File: src/async_rx_defines.svh
// constants for the asynchronous serial receiver
`ifndef ASYNC_RX_DEFINES_SVH
`define ASYNC_RX_DEFINES_SVH

// register byte offsets
`define RX_CTRL_OFF 12'h000
`define RX_STAT_OFF 12'h004
`define RX_DATA_OFF 12'h008
`define RX_IRQ_OFF 12'h00C

// control register fields
`define CTRL_PORT_EN 0
`define CTRL_RX_EN 1
`define CTRL_CLK_MODE 2
`define CTRL_NINE 3
`define CTRL_PIN_DIR 4
`define CTRL_RESET 32'h0000_0000

// status register fields
`define STAT_PENDING 0
`define STAT_FRAMING_ERROR_FLAG 1
`define STAT_OVERRUN_ERROR_FLAG 2
`define STAT_NINTH 3
`define STAT_IDLE 4

// irq gate register fields
`define IRQ_RX_EN 0
`define IRQ_PERIPH 1
`define IRQ_GLOBAL 2

// oversampling
`define OVS_LAST 4'hF
`define OVS_HALF 4'h7
`define OVS_V0 4'h6
`define OVS_V1 4'h7
`define OVS_V2 4'h8

// index of the last data bit in eight- and nine-bit characters
`define LAST_BIT_EIGHT 4'h7
`define LAST_BIT_NINE 4'h8

`define AXI_OKAY 2'b00
`define AXI_SLVERR 2'b10

`endif

File: src/async_rx_pkg.sv
// types shared by the asynchronous serial receiver
package async_rx_pkg;
	typedef enum logic [2:0] {
		RX_IDLE,
		RX_START,
		RX_DATA,
		RX_STOP
	} rx_state_t;
endpackage

File: src/async_serial_receiver.sv
// asynchronous serial receiver with AXI4-Lite register access
//
// Register access over AXI4-Lite and the register offsets were left to the implementer.
`timescale 1ns/10ps
`default_nettype none
`include "async_rx_defines.svh"
module async_serial_receiver #(
	parameter int DEPTH = 2
)
(
	input wire logic aclk,
	input wire logic aresetn,
	input wire logic [11:0] s_axi_awaddr,
	input wire logic s_axi_awvalid,
	output logic s_axi_awready,
	input wire logic [31:0] s_axi_wdata,
	input wire logic [3:0] s_axi_wstrb,
	input wire logic s_axi_wvalid,
	output logic s_axi_wready,
	output logic [1:0] s_axi_bresp,
	output logic s_axi_bvalid,
	input wire logic s_axi_bready,
	input wire logic [11:0] s_axi_araddr,
	input wire logic s_axi_arvalid,
	output logic s_axi_arready,
	output logic [31:0] s_axi_rdata,
	output logic [1:0] s_axi_rresp,
	output logic s_axi_rvalid,
	input wire logic s_axi_rready,
	input wire logic baud_tick_x16,
	input wire logic rx_data_pin_in,
	output logic rx_data_pin_oe_n,
	output logic rx_irq
);
	if (DEPTH != 2)
	begin : g_depth_check
		$error("async_serial_receiver: overrun logic assumes DEPTH of 2");
	end

	// register state
	logic [4:0] ctrl_r, ctrl_nxt;
	logic [2:0] gate_r, gate_nxt;
	logic port_en, rx_en, clk_mode, nine_sel;
	assign port_en = ctrl_r[`CTRL_PORT_EN];
	assign rx_en = ctrl_r[`CTRL_RX_EN];
	assign clk_mode = ctrl_r[`CTRL_CLK_MODE];
	assign nine_sel = ctrl_r[`CTRL_NINE];

	logic rx_active;
	assign rx_active = port_en && rx_en && !clk_mode;

	// pin direction: forced input while receiver active, else pin_direction_bit
	always_comb
	begin
		rx_data_pin_oe_n = 1'b1;
		if (!rx_active)
			rx_data_pin_oe_n = ctrl_r[`CTRL_PIN_DIR];
	end

	// receiver core
	logic char_done, char_framing_error_flag;
	logic [8:0] char_data;
	logic core_idle;
	logic ovr_r, ovr_nxt;

	rx_bit_engine u_engine (
		.aclk(aclk),
		.aresetn(aresetn),
		.enable(rx_active && !ovr_r),
		.tick(baud_tick_x16),
		.rx_in(rx_data_pin_in),
		.nine_bit(nine_sel),
		.done(char_done),
		.data(char_data),
		.framing_error_flag(char_framing_error_flag),
		.idle(core_idle)
	);

	// receive buffer: {framing_error_flag, ninth, data}
	logic fifo_empty, fifo_full, fifo_pop, fifo_push, fifo_flush;
	logic [9:0] head;

	assign fifo_flush = !port_en;
	assign fifo_push = char_done && !fifo_full;

	rx_char_fifo #(
		.WIDTH(10),
		.DEPTH(DEPTH)
	) u_fifo (
		.aclk(aclk),
		.aresetn(aresetn),
		.flush(fifo_flush),
		.push(fifo_push),
		.push_data({char_framing_error_flag, char_data}),
		.pop(fifo_pop),
		.head_data(head),
		.empty(fifo_empty),
		.full(fifo_full)
	);

	// overrun: third character finishing while two are held
	always_comb
	begin
		ovr_nxt = ovr_r;
		if (char_done && fifo_full)
			ovr_nxt = 1'b1;
		if (!rx_en || !port_en)
			ovr_nxt = 1'b0;
	end

	// status of the character taken by the last data read; software reads it after the data
	logic framing_error_flag_seen_r, framing_error_flag_seen_nxt, ninth_seen_r, ninth_seen_nxt;
	always_comb
	begin
		framing_error_flag_seen_nxt = framing_error_flag_seen_r;
		ninth_seen_nxt = ninth_seen_r;
		if (fifo_pop && !fifo_empty)
		begin
			framing_error_flag_seen_nxt = head[9];
			ninth_seen_nxt = head[8];
		end
		if (!port_en)
		begin
			framing_error_flag_seen_nxt = 1'b0;
			ninth_seen_nxt = 1'b0;
		end
	end

	logic pending;
	assign pending = !fifo_empty;
	assign rx_irq = pending && gate_r[`IRQ_RX_EN] && gate_r[`IRQ_PERIPH]
		&& gate_r[`IRQ_GLOBAL];

	// AXI4-Lite slave
	logic aw_hold_r, aw_hold_nxt, w_hold_r, w_hold_nxt;
	logic [11:0] awaddr_r, awaddr_nxt;
	logic [31:0] wdata_r, wdata_nxt;
	logic [3:0] wstrb_r, wstrb_nxt;
	logic bvalid_r, bvalid_nxt, rvalid_r, rvalid_nxt;
	logic [1:0] bresp_r, bresp_nxt, rresp_r, rresp_nxt;
	logic [31:0] rdata_r, rdata_nxt;
	logic do_write, do_read;

	function automatic logic mapped(input logic [11:0] a);
		return a == `RX_CTRL_OFF || a == `RX_STAT_OFF || a == `RX_DATA_OFF
			|| a == `RX_IRQ_OFF;
	endfunction

	assign s_axi_awready = !aw_hold_r && !bvalid_r;
	assign s_axi_wready = !w_hold_r && !bvalid_r;
	assign s_axi_bvalid = bvalid_r;
	assign s_axi_bresp = bresp_r;
	assign s_axi_arready = !rvalid_r;
	assign s_axi_rvalid = rvalid_r;
	assign s_axi_rdata = rdata_r;
	assign s_axi_rresp = rresp_r;

	logic aw_have, w_have;
	logic [11:0] waddr;
	logic [31:0] wdat;
	logic [3:0] wstb;
	assign aw_have = aw_hold_r || (s_axi_awvalid && s_axi_awready);
	assign w_have = w_hold_r || (s_axi_wvalid && s_axi_wready);
	assign waddr = aw_hold_r ? awaddr_r : s_axi_awaddr;
	assign wdat = w_hold_r ? wdata_r : s_axi_wdata;
	assign wstb = w_hold_r ? wstrb_r : s_axi_wstrb;
	assign do_write = aw_have && w_have && !bvalid_r;
	assign do_read = s_axi_arvalid && s_axi_arready;
	assign fifo_pop = do_read && s_axi_araddr == `RX_DATA_OFF;

	always_comb
	begin
		aw_hold_nxt = aw_hold_r;
		w_hold_nxt = w_hold_r;
		awaddr_nxt = awaddr_r;
		wdata_nxt = wdata_r;
		wstrb_nxt = wstrb_r;
		bvalid_nxt = bvalid_r;
		bresp_nxt = bresp_r;
		ctrl_nxt = ctrl_r;
		gate_nxt = gate_r;
		if (s_axi_awvalid && s_axi_awready)
		begin
			aw_hold_nxt = 1'b1;
			awaddr_nxt = s_axi_awaddr;
		end
		if (s_axi_wvalid && s_axi_wready)
		begin
			w_hold_nxt = 1'b1;
			wdata_nxt = s_axi_wdata;
			wstrb_nxt = s_axi_wstrb;
		end
		if (bvalid_r && s_axi_bready)
			bvalid_nxt = 1'b0;
		if (do_write)
		begin
			aw_hold_nxt = 1'b0;
			w_hold_nxt = 1'b0;
			bvalid_nxt = 1'b1;
			bresp_nxt = mapped(waddr) ? `AXI_OKAY : `AXI_SLVERR;
			// status and data are read-only; writes there change nothing
			if (waddr == `RX_CTRL_OFF && wstb[0])
				ctrl_nxt = wdat[4:0];
			if (waddr == `RX_IRQ_OFF && wstb[0])
				gate_nxt = wdat[2:0];
		end
	end

	always_comb
	begin
		rvalid_nxt = rvalid_r;
		rdata_nxt = rdata_r;
		rresp_nxt = rresp_r;
		if (rvalid_r && s_axi_rready)
			rvalid_nxt = 1'b0;
		if (do_read)
		begin
			rvalid_nxt = 1'b1;
			rresp_nxt = mapped(s_axi_araddr) ? `AXI_OKAY : `AXI_SLVERR;
			rdata_nxt = '0;
			unique case (s_axi_araddr)
				`RX_CTRL_OFF: rdata_nxt[4:0] = ctrl_r;
				`RX_IRQ_OFF: rdata_nxt[2:0] = gate_r;
				`RX_DATA_OFF: rdata_nxt[7:0] = fifo_empty ? 8'h00 : head[7:0];
				`RX_STAT_OFF:
				begin
					rdata_nxt[`STAT_PENDING] = pending;
					// an empty read keeps the last status, so repeated reads do not clear it
					rdata_nxt[`STAT_FRAMING_ERROR_FLAG] = framing_error_flag_seen_r;
					rdata_nxt[`STAT_NINTH] = ninth_seen_r;
					rdata_nxt[`STAT_OVERRUN_ERROR_FLAG] = ovr_r;
					rdata_nxt[`STAT_IDLE] = core_idle;
				end
				default: rdata_nxt = '0;
			endcase
		end
	end

	always_ff @(posedge aclk)
	begin
		if (!aresetn)
		begin
			ctrl_r <= 5'(`CTRL_RESET);
			gate_r <= '0;
			ovr_r <= 1'b0;
			framing_error_flag_seen_r <= 1'b0;
			ninth_seen_r <= 1'b0;
			aw_hold_r <= 1'b0;
			w_hold_r <= 1'b0;
			awaddr_r <= '0;
			wdata_r <= '0;
			wstrb_r <= '0;
			bvalid_r <= 1'b0;
			bresp_r <= `AXI_OKAY;
			rvalid_r <= 1'b0;
			rdata_r <= '0;
			rresp_r <= `AXI_OKAY;
		end
		else
		begin
			ctrl_r <= ctrl_nxt;
			gate_r <= gate_nxt;
			ovr_r <= ovr_nxt;
			framing_error_flag_seen_r <= framing_error_flag_seen_nxt;
			ninth_seen_r <= ninth_seen_nxt;
			aw_hold_r <= aw_hold_nxt;
			w_hold_r <= w_hold_nxt;
			awaddr_r <= awaddr_nxt;
			wdata_r <= wdata_nxt;
			wstrb_r <= wstrb_nxt;
			bvalid_r <= bvalid_nxt;
			bresp_r <= bresp_nxt;
			rvalid_r <= rvalid_nxt;
			rdata_r <= rdata_nxt;
			rresp_r <= rresp_nxt;
		end
	end

	a_irq_gating: assert property (@(posedge aclk) disable iff (!aresetn)
		rx_irq |-> (pending && gate_r == 3'b111))
		else $error("interrupt without all enables");
	a_pin_input: assert property (@(posedge aclk) disable iff (!aresetn)
		rx_active |-> rx_data_pin_oe_n)
		else $error("pin driven while receiver active");
	a_overrun_set: assert property (@(posedge aclk) disable iff (!aresetn)
		(char_done && fifo_full && rx_en && port_en) |=> ovr_r)
		else $error("overrun not flagged");
	a_overrun_block: assert property (@(posedge aclk) disable iff (!aresetn)
		ovr_r |-> !fifo_push)
		else $error("character accepted during overrun");
	a_overrun_clear: assert property (@(posedge aclk) disable iff (!aresetn)
		!rx_en |=> !ovr_r)
		else $error("overrun survived receive disable");
	a_port_reset: assert property (@(posedge aclk) disable iff (!aresetn)
		!port_en |=> fifo_empty)
		else $error("buffer not cleared on port disable");
	a_framing_error_flag_clear: assert property (@(posedge aclk) disable iff (!aresetn)
		!port_en |=> !framing_error_flag_seen_r)
		else $error("framing status survived port disable");
	a_push_pending: assert property (@(posedge aclk) disable iff (!aresetn)
		(fifo_push && !fifo_flush) |=> pending)
		else $error("pending not set after push");
	a_pop_drain: assert property (@(posedge aclk) disable iff (!aresetn)
		(fifo_pop && !fifo_push && !fifo_full) |=> fifo_empty)
		else $error("data read did not remove character");
endmodule
`default_nettype wire

File: src/rx_bit_engine.sv
// start detect, majority sampling and framing for one character
`timescale 1ns/10ps
`default_nettype none
`include "async_rx_defines.svh"
module rx_bit_engine (
	input wire logic aclk,
	input wire logic aresetn,
	input wire logic enable,
	input wire logic tick,
	input wire logic rx_in,
	input wire logic nine_bit,
	output logic done,
	output logic [8:0] data,
	output logic framing_error_flag,
	output logic idle
);
	async_rx_pkg::rx_state_t st_r, st_nxt;
	logic [3:0] ovs_r, ovs_nxt;
	logic [3:0] bit_r, bit_nxt;
	logic [8:0] shf_r, shf_nxt;
	logic [2:0] vote_r, vote_nxt;
	logic prev_r, prev_nxt;
	logic done_r, done_nxt, framing_error_flag_r, framing_error_flag_nxt;
	logic [8:0] data_r, data_nxt;
	logic maj;

	assign maj = (vote_r[0] & vote_r[1]) | (vote_r[0] & vote_r[2]) | (vote_r[1] & vote_r[2]);
	assign done = done_r;
	assign data = data_r;
	assign framing_error_flag = framing_error_flag_r;
	assign idle = (st_r == async_rx_pkg::RX_IDLE);

	always_comb
	begin
		st_nxt = st_r;
		ovs_nxt = ovs_r;
		bit_nxt = bit_r;
		shf_nxt = shf_r;
		vote_nxt = vote_r;
		// edge is judged between two tick samples; a per-clock history misses edges between ticks
		prev_nxt = prev_r;
		if (tick)
			prev_nxt = rx_in;
		done_nxt = 1'b0;
		framing_error_flag_nxt = framing_error_flag_r;
		data_nxt = data_r;
		if (!enable)
			st_nxt = async_rx_pkg::RX_IDLE;
		else if (tick)
		begin
			ovs_nxt = ovs_r + 4'h1;
			if (ovs_r == `OVS_V0)
				vote_nxt[0] = rx_in;
			if (ovs_r == `OVS_V1)
				vote_nxt[1] = rx_in;
			if (ovs_r == `OVS_V2)
				vote_nxt[2] = rx_in;
			unique case (st_r)
				async_rx_pkg::RX_IDLE:
				begin
					ovs_nxt = '0;
					if (prev_r && !rx_in)
						st_nxt = async_rx_pkg::RX_START;
				end
				async_rx_pkg::RX_START:
					if (ovs_r == `OVS_HALF && rx_in)
						st_nxt = async_rx_pkg::RX_IDLE;
					else if (ovs_r == `OVS_LAST)
					begin
						// counter wraps here, so votes land one full bit after the start centre
						st_nxt = async_rx_pkg::RX_DATA;
						bit_nxt = '0;
					end
				async_rx_pkg::RX_DATA:
					if (ovs_r == `OVS_LAST)
					begin
						// vote is taken around the bit centre
						shf_nxt = nine_bit ? {maj, shf_r[8:1]} : {1'b0, maj, shf_r[7:1]};
						bit_nxt = bit_r + 4'h1;
						if (bit_r == (nine_bit ? `LAST_BIT_NINE : `LAST_BIT_EIGHT))
							st_nxt = async_rx_pkg::RX_STOP;
					end
				async_rx_pkg::RX_STOP:
					if (ovs_r == `OVS_LAST)
					begin
						framing_error_flag_nxt = !maj;
						data_nxt = shf_r;
						done_nxt = 1'b1;
						st_nxt = async_rx_pkg::RX_IDLE;
					end
				default: st_nxt = async_rx_pkg::RX_IDLE;
			endcase
		end
	end

	always_ff @(posedge aclk)
	begin
		if (!aresetn)
		begin
			st_r <= async_rx_pkg::RX_IDLE;
			ovs_r <= '0;
			bit_r <= '0;
			shf_r <= '0;
			vote_r <= '0;
			prev_r <= 1'b1;
			done_r <= 1'b0;
			framing_error_flag_r <= 1'b0;
			data_r <= '0;
		end
		else
		begin
			st_r <= st_nxt;
			ovs_r <= ovs_nxt;
			bit_r <= bit_nxt;
			shf_r <= shf_nxt;
			vote_r <= vote_nxt;
			prev_r <= prev_nxt;
			done_r <= done_nxt;
			framing_error_flag_r <= framing_error_flag_nxt;
			data_r <= data_nxt;
		end
	end

	a_false_start: assert property (@(posedge aclk) disable iff (!aresetn)
		(enable && tick && st_r == async_rx_pkg::RX_START && ovs_r == `OVS_HALF && rx_in)
		|=> (st_r == async_rx_pkg::RX_IDLE && !done_r))
		else $error("false start not abandoned");
	a_done_pulse: assert property (@(posedge aclk) disable iff (!aresetn)
		done_r |=> !done_r)
		else $error("done longer than one cycle");
endmodule
`default_nettype wire

File: src/rx_char_fifo.sv
// two-entry receive buffer holding data, ninth bit and framing status
`timescale 1ns/10ps
`default_nettype none
module rx_char_fifo #(
	parameter int WIDTH = 10,
	parameter int DEPTH = 2
)
(
	input wire logic aclk,
	input wire logic aresetn,
	input wire logic flush,
	input wire logic push,
	input wire logic [WIDTH-1:0] push_data,
	input wire logic pop,
	output logic [WIDTH-1:0] head_data,
	output logic empty,
	output logic full
);
	localparam int AW = (DEPTH > 1) ? $clog2(DEPTH) : 1;

	if (DEPTH < 2 || (DEPTH & (DEPTH - 1)) != 0)
	begin : g_depth_check
		$error("rx_char_fifo: DEPTH must be a power of two, at least 2");
	end

	logic [WIDTH-1:0] mem_r [DEPTH];
	logic [AW-1:0] rd_r, rd_nxt, wr_r, wr_nxt;
	logic [AW:0] cnt_r, cnt_nxt;
	logic do_push, do_pop;

	assign empty = (cnt_r == '0);
	assign full = (cnt_r == (AW+1)'(DEPTH));
	assign do_push = push && !full;
	assign do_pop = pop && !empty;
	assign head_data = mem_r[rd_r];

	always_comb
	begin
		rd_nxt = rd_r;
		wr_nxt = wr_r;
		cnt_nxt = cnt_r;
		if (flush)
		begin
			rd_nxt = '0;
			wr_nxt = '0;
			cnt_nxt = '0;
		end
		else
		begin
			if (do_push)
				wr_nxt = wr_r + AW'(1);
			if (do_pop)
				rd_nxt = rd_r + AW'(1);
			cnt_nxt = cnt_r + (AW+1)'(do_push) - (AW+1)'(do_pop);
		end
	end

	always_ff @(posedge aclk)
	begin
		if (!aresetn)
		begin
			rd_r <= '0;
			wr_r <= '0;
			cnt_r <= '0;
		end
		else
		begin
			rd_r <= rd_nxt;
			wr_r <= wr_nxt;
			cnt_r <= cnt_nxt;
		end
	end

	// storage needs no reset; the count guards every read
	always_ff @(posedge aclk)
	begin
		if (do_push && !flush)
			mem_r[wr_r] <= push_data;
	end

	a_fifo_count: assert property (@(posedge aclk) disable iff (!aresetn)
		cnt_r <= (AW+1)'(DEPTH))
		else $error("fifo count above depth");
endmodule
`default_nettype wire

File: config.mk
export PLATFORM = sky130hd
export DESIGN_NAME = async_serial_receiver
export DESIGN_NICKNAME = d
export VERILOG_FILES = /design/src/async_rx_pkg.sv /design/src/async_serial_receiver.sv /design/src/rx_bit_engine.sv /design/src/rx_char_fifo.sv
export VERILOG_INCLUDE_DIRS = /design/src
export SDC_FILE = /design/constraint.sdc
export NUM_CORES = 1
export LEC_CHECK = 0
export ABC_AREA = 0
export ABC_CLOCK_PERIOD_IN_PS = 5400
export CORE_MARGIN = 1
export CORE_UTILIZATION = 62
export CTS_CLUSTER_SIZE = 24
export DETAILED_ROUTE_END_ITERATION = 16
export DONT_BUFFER_PORTS = 1
export PLACE_DENSITY = 0.78
export SLEW_MARGIN = 20
export SYNTH_ARGS = -nofsm -noshare
export SYNTH_HDL_FRONTEND = slang
export SYNTH_HIERARCHICAL = 1
export SYNTH_SLANG_ARGS = --single-unit
File: constraint.sdc
create_clock -name aclk -period 5.4 [get_ports aclk]
set_input_delay 1.08 -clock aclk [delete_from_list [all_inputs] [get_ports aclk]]
set_output_delay 1.08 -clock aclk [all_outputs]
set_load 0.005 [all_outputs]
==> run summary <==
FF/Latch Area - 2242 um2
first-pass GRT wire length - 13.39 mm
dpl ws - 2015 ps
ys flop type - dfxtp_1
CP max FO - 7
Synth Register Bits - 102
status - finished clean
Startpoint Class - primary input
Vias - 3239
reg2reg setup slack - 2730 ps
WL/cell - 14.11 um
R2R cell count - 10
postcts setup bufs - 0
clk sinks - 102
Worst Path Required - 5650 ps
max incr delay on CP - 550 ps
CTS root buf - clkbuf_8
Area Growth Syn to Fin - 3.372%
WP depth - 10
vias in the first global route - 3024
DRC - 0
initial core utilization - 64.79%
chip width - 89.53 um
final setup margin - 2347 ps
Final setup violation count - 0
nets@finish - 555
Clock Latency Late Sink - 360 ps
actual slew at the worst max-slew pin - 705.0 ps
pin count of the biggest net entering global routing - 56
WL final - 8.243 mm
PostCTS Resize Cnt - 0
Final Slew Violations - 0
CP Cell Sequence - or4_4 > nor3_2 > and3b_1 > o21a_1 > ha_1 > inv_1 > ha_1 > xor2_1 > and2_1 > nor3_1
number of enable flip-flop cells after synthesis - 20
core area - 7331 um2
clock-pin slew on the worst setup and hold paths - 90 ps
Post-Syn Area - 4750 um2
sum of negative setup slack - 0 ps
sequential share of the synthesized area - 47.21%
I/O Pins - 112
post-layout min period - 3053 ps
Num CTS Buffers - 9
RSZ-0062 raised after global routing - no
met1 Resource Use GR - 27.07%
Arrival @ worst endpoint - 3300 ps
Max-Cap Viols - 0
total congestion overflow - 0
FFs w/ async S/R, synth - 0%
VDD IR max - 183.6 uV
Inserted Diodes - 0
cell family with most CP delay - simple AND/OR/NAND/NOR gates
critical path type - in -> reg
Filler cells - 551
area of the multi-input gates - 2243 um2
met2 Use GR - 38.65%
post-synth cell types - 61
CP Capture Type - flop
WHS Path Cells - 2
crit share post-route - 56.54%
site row count - 31
Power Dens Cells - 283.2 nW/um2
GRT busiest layer - met2
Max-slew headroom - 52.71%
DR iter-0 viols - 153
Fmax - 327.5 MHz
CTS tree - yes
die area - 8015 um2
layout cells sized above 1 - 10.52%
initial antenna violation count - 0
post-route ant nets - 0
Longest Clk Path Bufs - 2
worst hold path type - reg -> reg
leakage power - 1.720 nW
vias per inst - 5.546
Worst path most repeated cell - ha_1
grt met3 use - 4.986%
DP Wirelength - 5.943 mm
post-cts hold buffer count - 0
CP bufs+invs - 1
gr usage total - 22.02%
# port buffers - 0
synthesized netlist cell count - 488
Layout Skew - 13.29 ps
DIE HEIGHT - 89.53 um
CTS H-tree lvls - 3
fin util - 66.97%
CP max stage cell - or4_4
yosys synthesis warning count - 6
endpoints failing hold - 0
1st-pass router iterations - 4
routability cong. - 0.8048
post-synthesis area per instance - 9.733 um2
flip-flops by register name (all words and copies together) (netlist names), 2 cells and up, named ones only:
register / flops
u_fifo/cnt_r: 2
u_engine/bit_r: 4
gate_r: 3
wdata_r: 5
awaddr_r: 12
ctrl_r: 5
u_fifo/mem_r: 20
u_engine/shf_r: 9
u_engine/vote_r: 3
s_axi_rdata: 8
u_engine/st_r: 2
u_engine/data: 9
u_engine/ovs_r: 4
cell type report:
cell class,count,area share (%)
tap,99,2.523
clock buffer,10,2.599
sequential,102,45.67
multi-input combinational,349,45.69
clock inverter,6,1.911
timing repair buffer,3,0.4587
inverter,15,1.147
path summary, 6_finish.rpt:
| kind | from | endpoint |
|---|---|---|
| hold / removal | u_engine/vote_r[1] | u_engine/vote_r[1] |
| hold reg to reg | u_engine/vote_r[1] | u_engine/vote_r[1] |
| setup / recovery | s_axi_araddr[8] | u_fifo/cnt_r[1] |
| setup reg to reg | s_axi_rvalid | u_fifo/cnt_r[1] |
report_power, final:
part / switching [W] / internal [W]
clock network: 0.000253 / 0.000266
registers: 0.0000136 / 0.000788
logic: 0.0000393 / 0.0000308
total: 0.000305 / 0.00108
placed cells by master (no fill, tap or decap), types with 9 or more instances in the layout:
cell type  instances
nand2b_1          11
nor2b_1           14
inv_1             13
mux2_2            13
a21oi_1           19
nand3_1           11
a21boi_0          18
conb_1            26
clkbuf_8           9
mux2i_1           36
nor2_1            46
nor3_1            10
nand2_1           58
edfxtp_1          20
dfxtp_1           82
metal layers:
layer	share of wire [%]	wire (um)
met3	4.5	374
met5	0	0
met4	1.1	91
met2	49	4016
met1	46	3761
per-stage QoR:
stage          hold slack [ps]  std cells  cell area (um2)  power [W]
5_1_grt                  489.8        584             4910   0.001441
3_3_place_gp             436.6        568             4688  0.0008867
2_1_floorplan            425.3        513             4843  0.0009013
6_report                 462.8        584             4910   0.001390
3_5_place_dp             450.5        568             4688  0.0008899
4_1_cts                  466.7        584             4910   0.001402
kinds of logic after synthesis:
logic type | after synthesis | synth area share [%]
AND/OR/NAND/NOR | 191 | 20.94
flip-flops | 102 | 47.21
AO/OA/AOI/OAI | 71 | 10.27
buffers and inverters | 62 | 7.534
multiplexers | 51 | 11.62
adder cells (fa/ha/maj) | 7 | 1.791
XOR/XNOR | 3 | 0.5533
other | 1 | 0.07895
worst register-to-register path: stages, from the launching register on:
cell and delay [ps]:
dfxtp_1 370, or4b_4 580, nor3_2 340, and3b_1 250, o21a_1 160, ha_1 230
inv_1 50, ha_1 160, xor2_1 210, and2_1 160, nor3_1 40
Yosys cell counts (4+ instances only):
library cell,n,area (um2)
nand2b_1,11,68.82
edfxtp_1,20,600.6
ha_1,6,75.07
o21ai_0,8,40.04
dfxtp_1,82,1642
clkbuf_1,12,45.04
nand3b_1,6,45.04
a22oi_1,7,52.55
a21oi_1,19,95.09
inv_1,13,48.80
nor2b_1,14,87.58
nor2_1,46,172.7
mux2i_1,36,360.4
nor4_1,4,25.02
mux2_2,13,146.4
and2_1,4,25.02
nand2_1,58,217.7
a21boi_0,18,135.1
buf_2,4,20.02
nor3_1,10,50.05
buf_4,30,225.2
nand3_1,11,55.05
No activity file was read; power rests on OpenSTA's default activity.
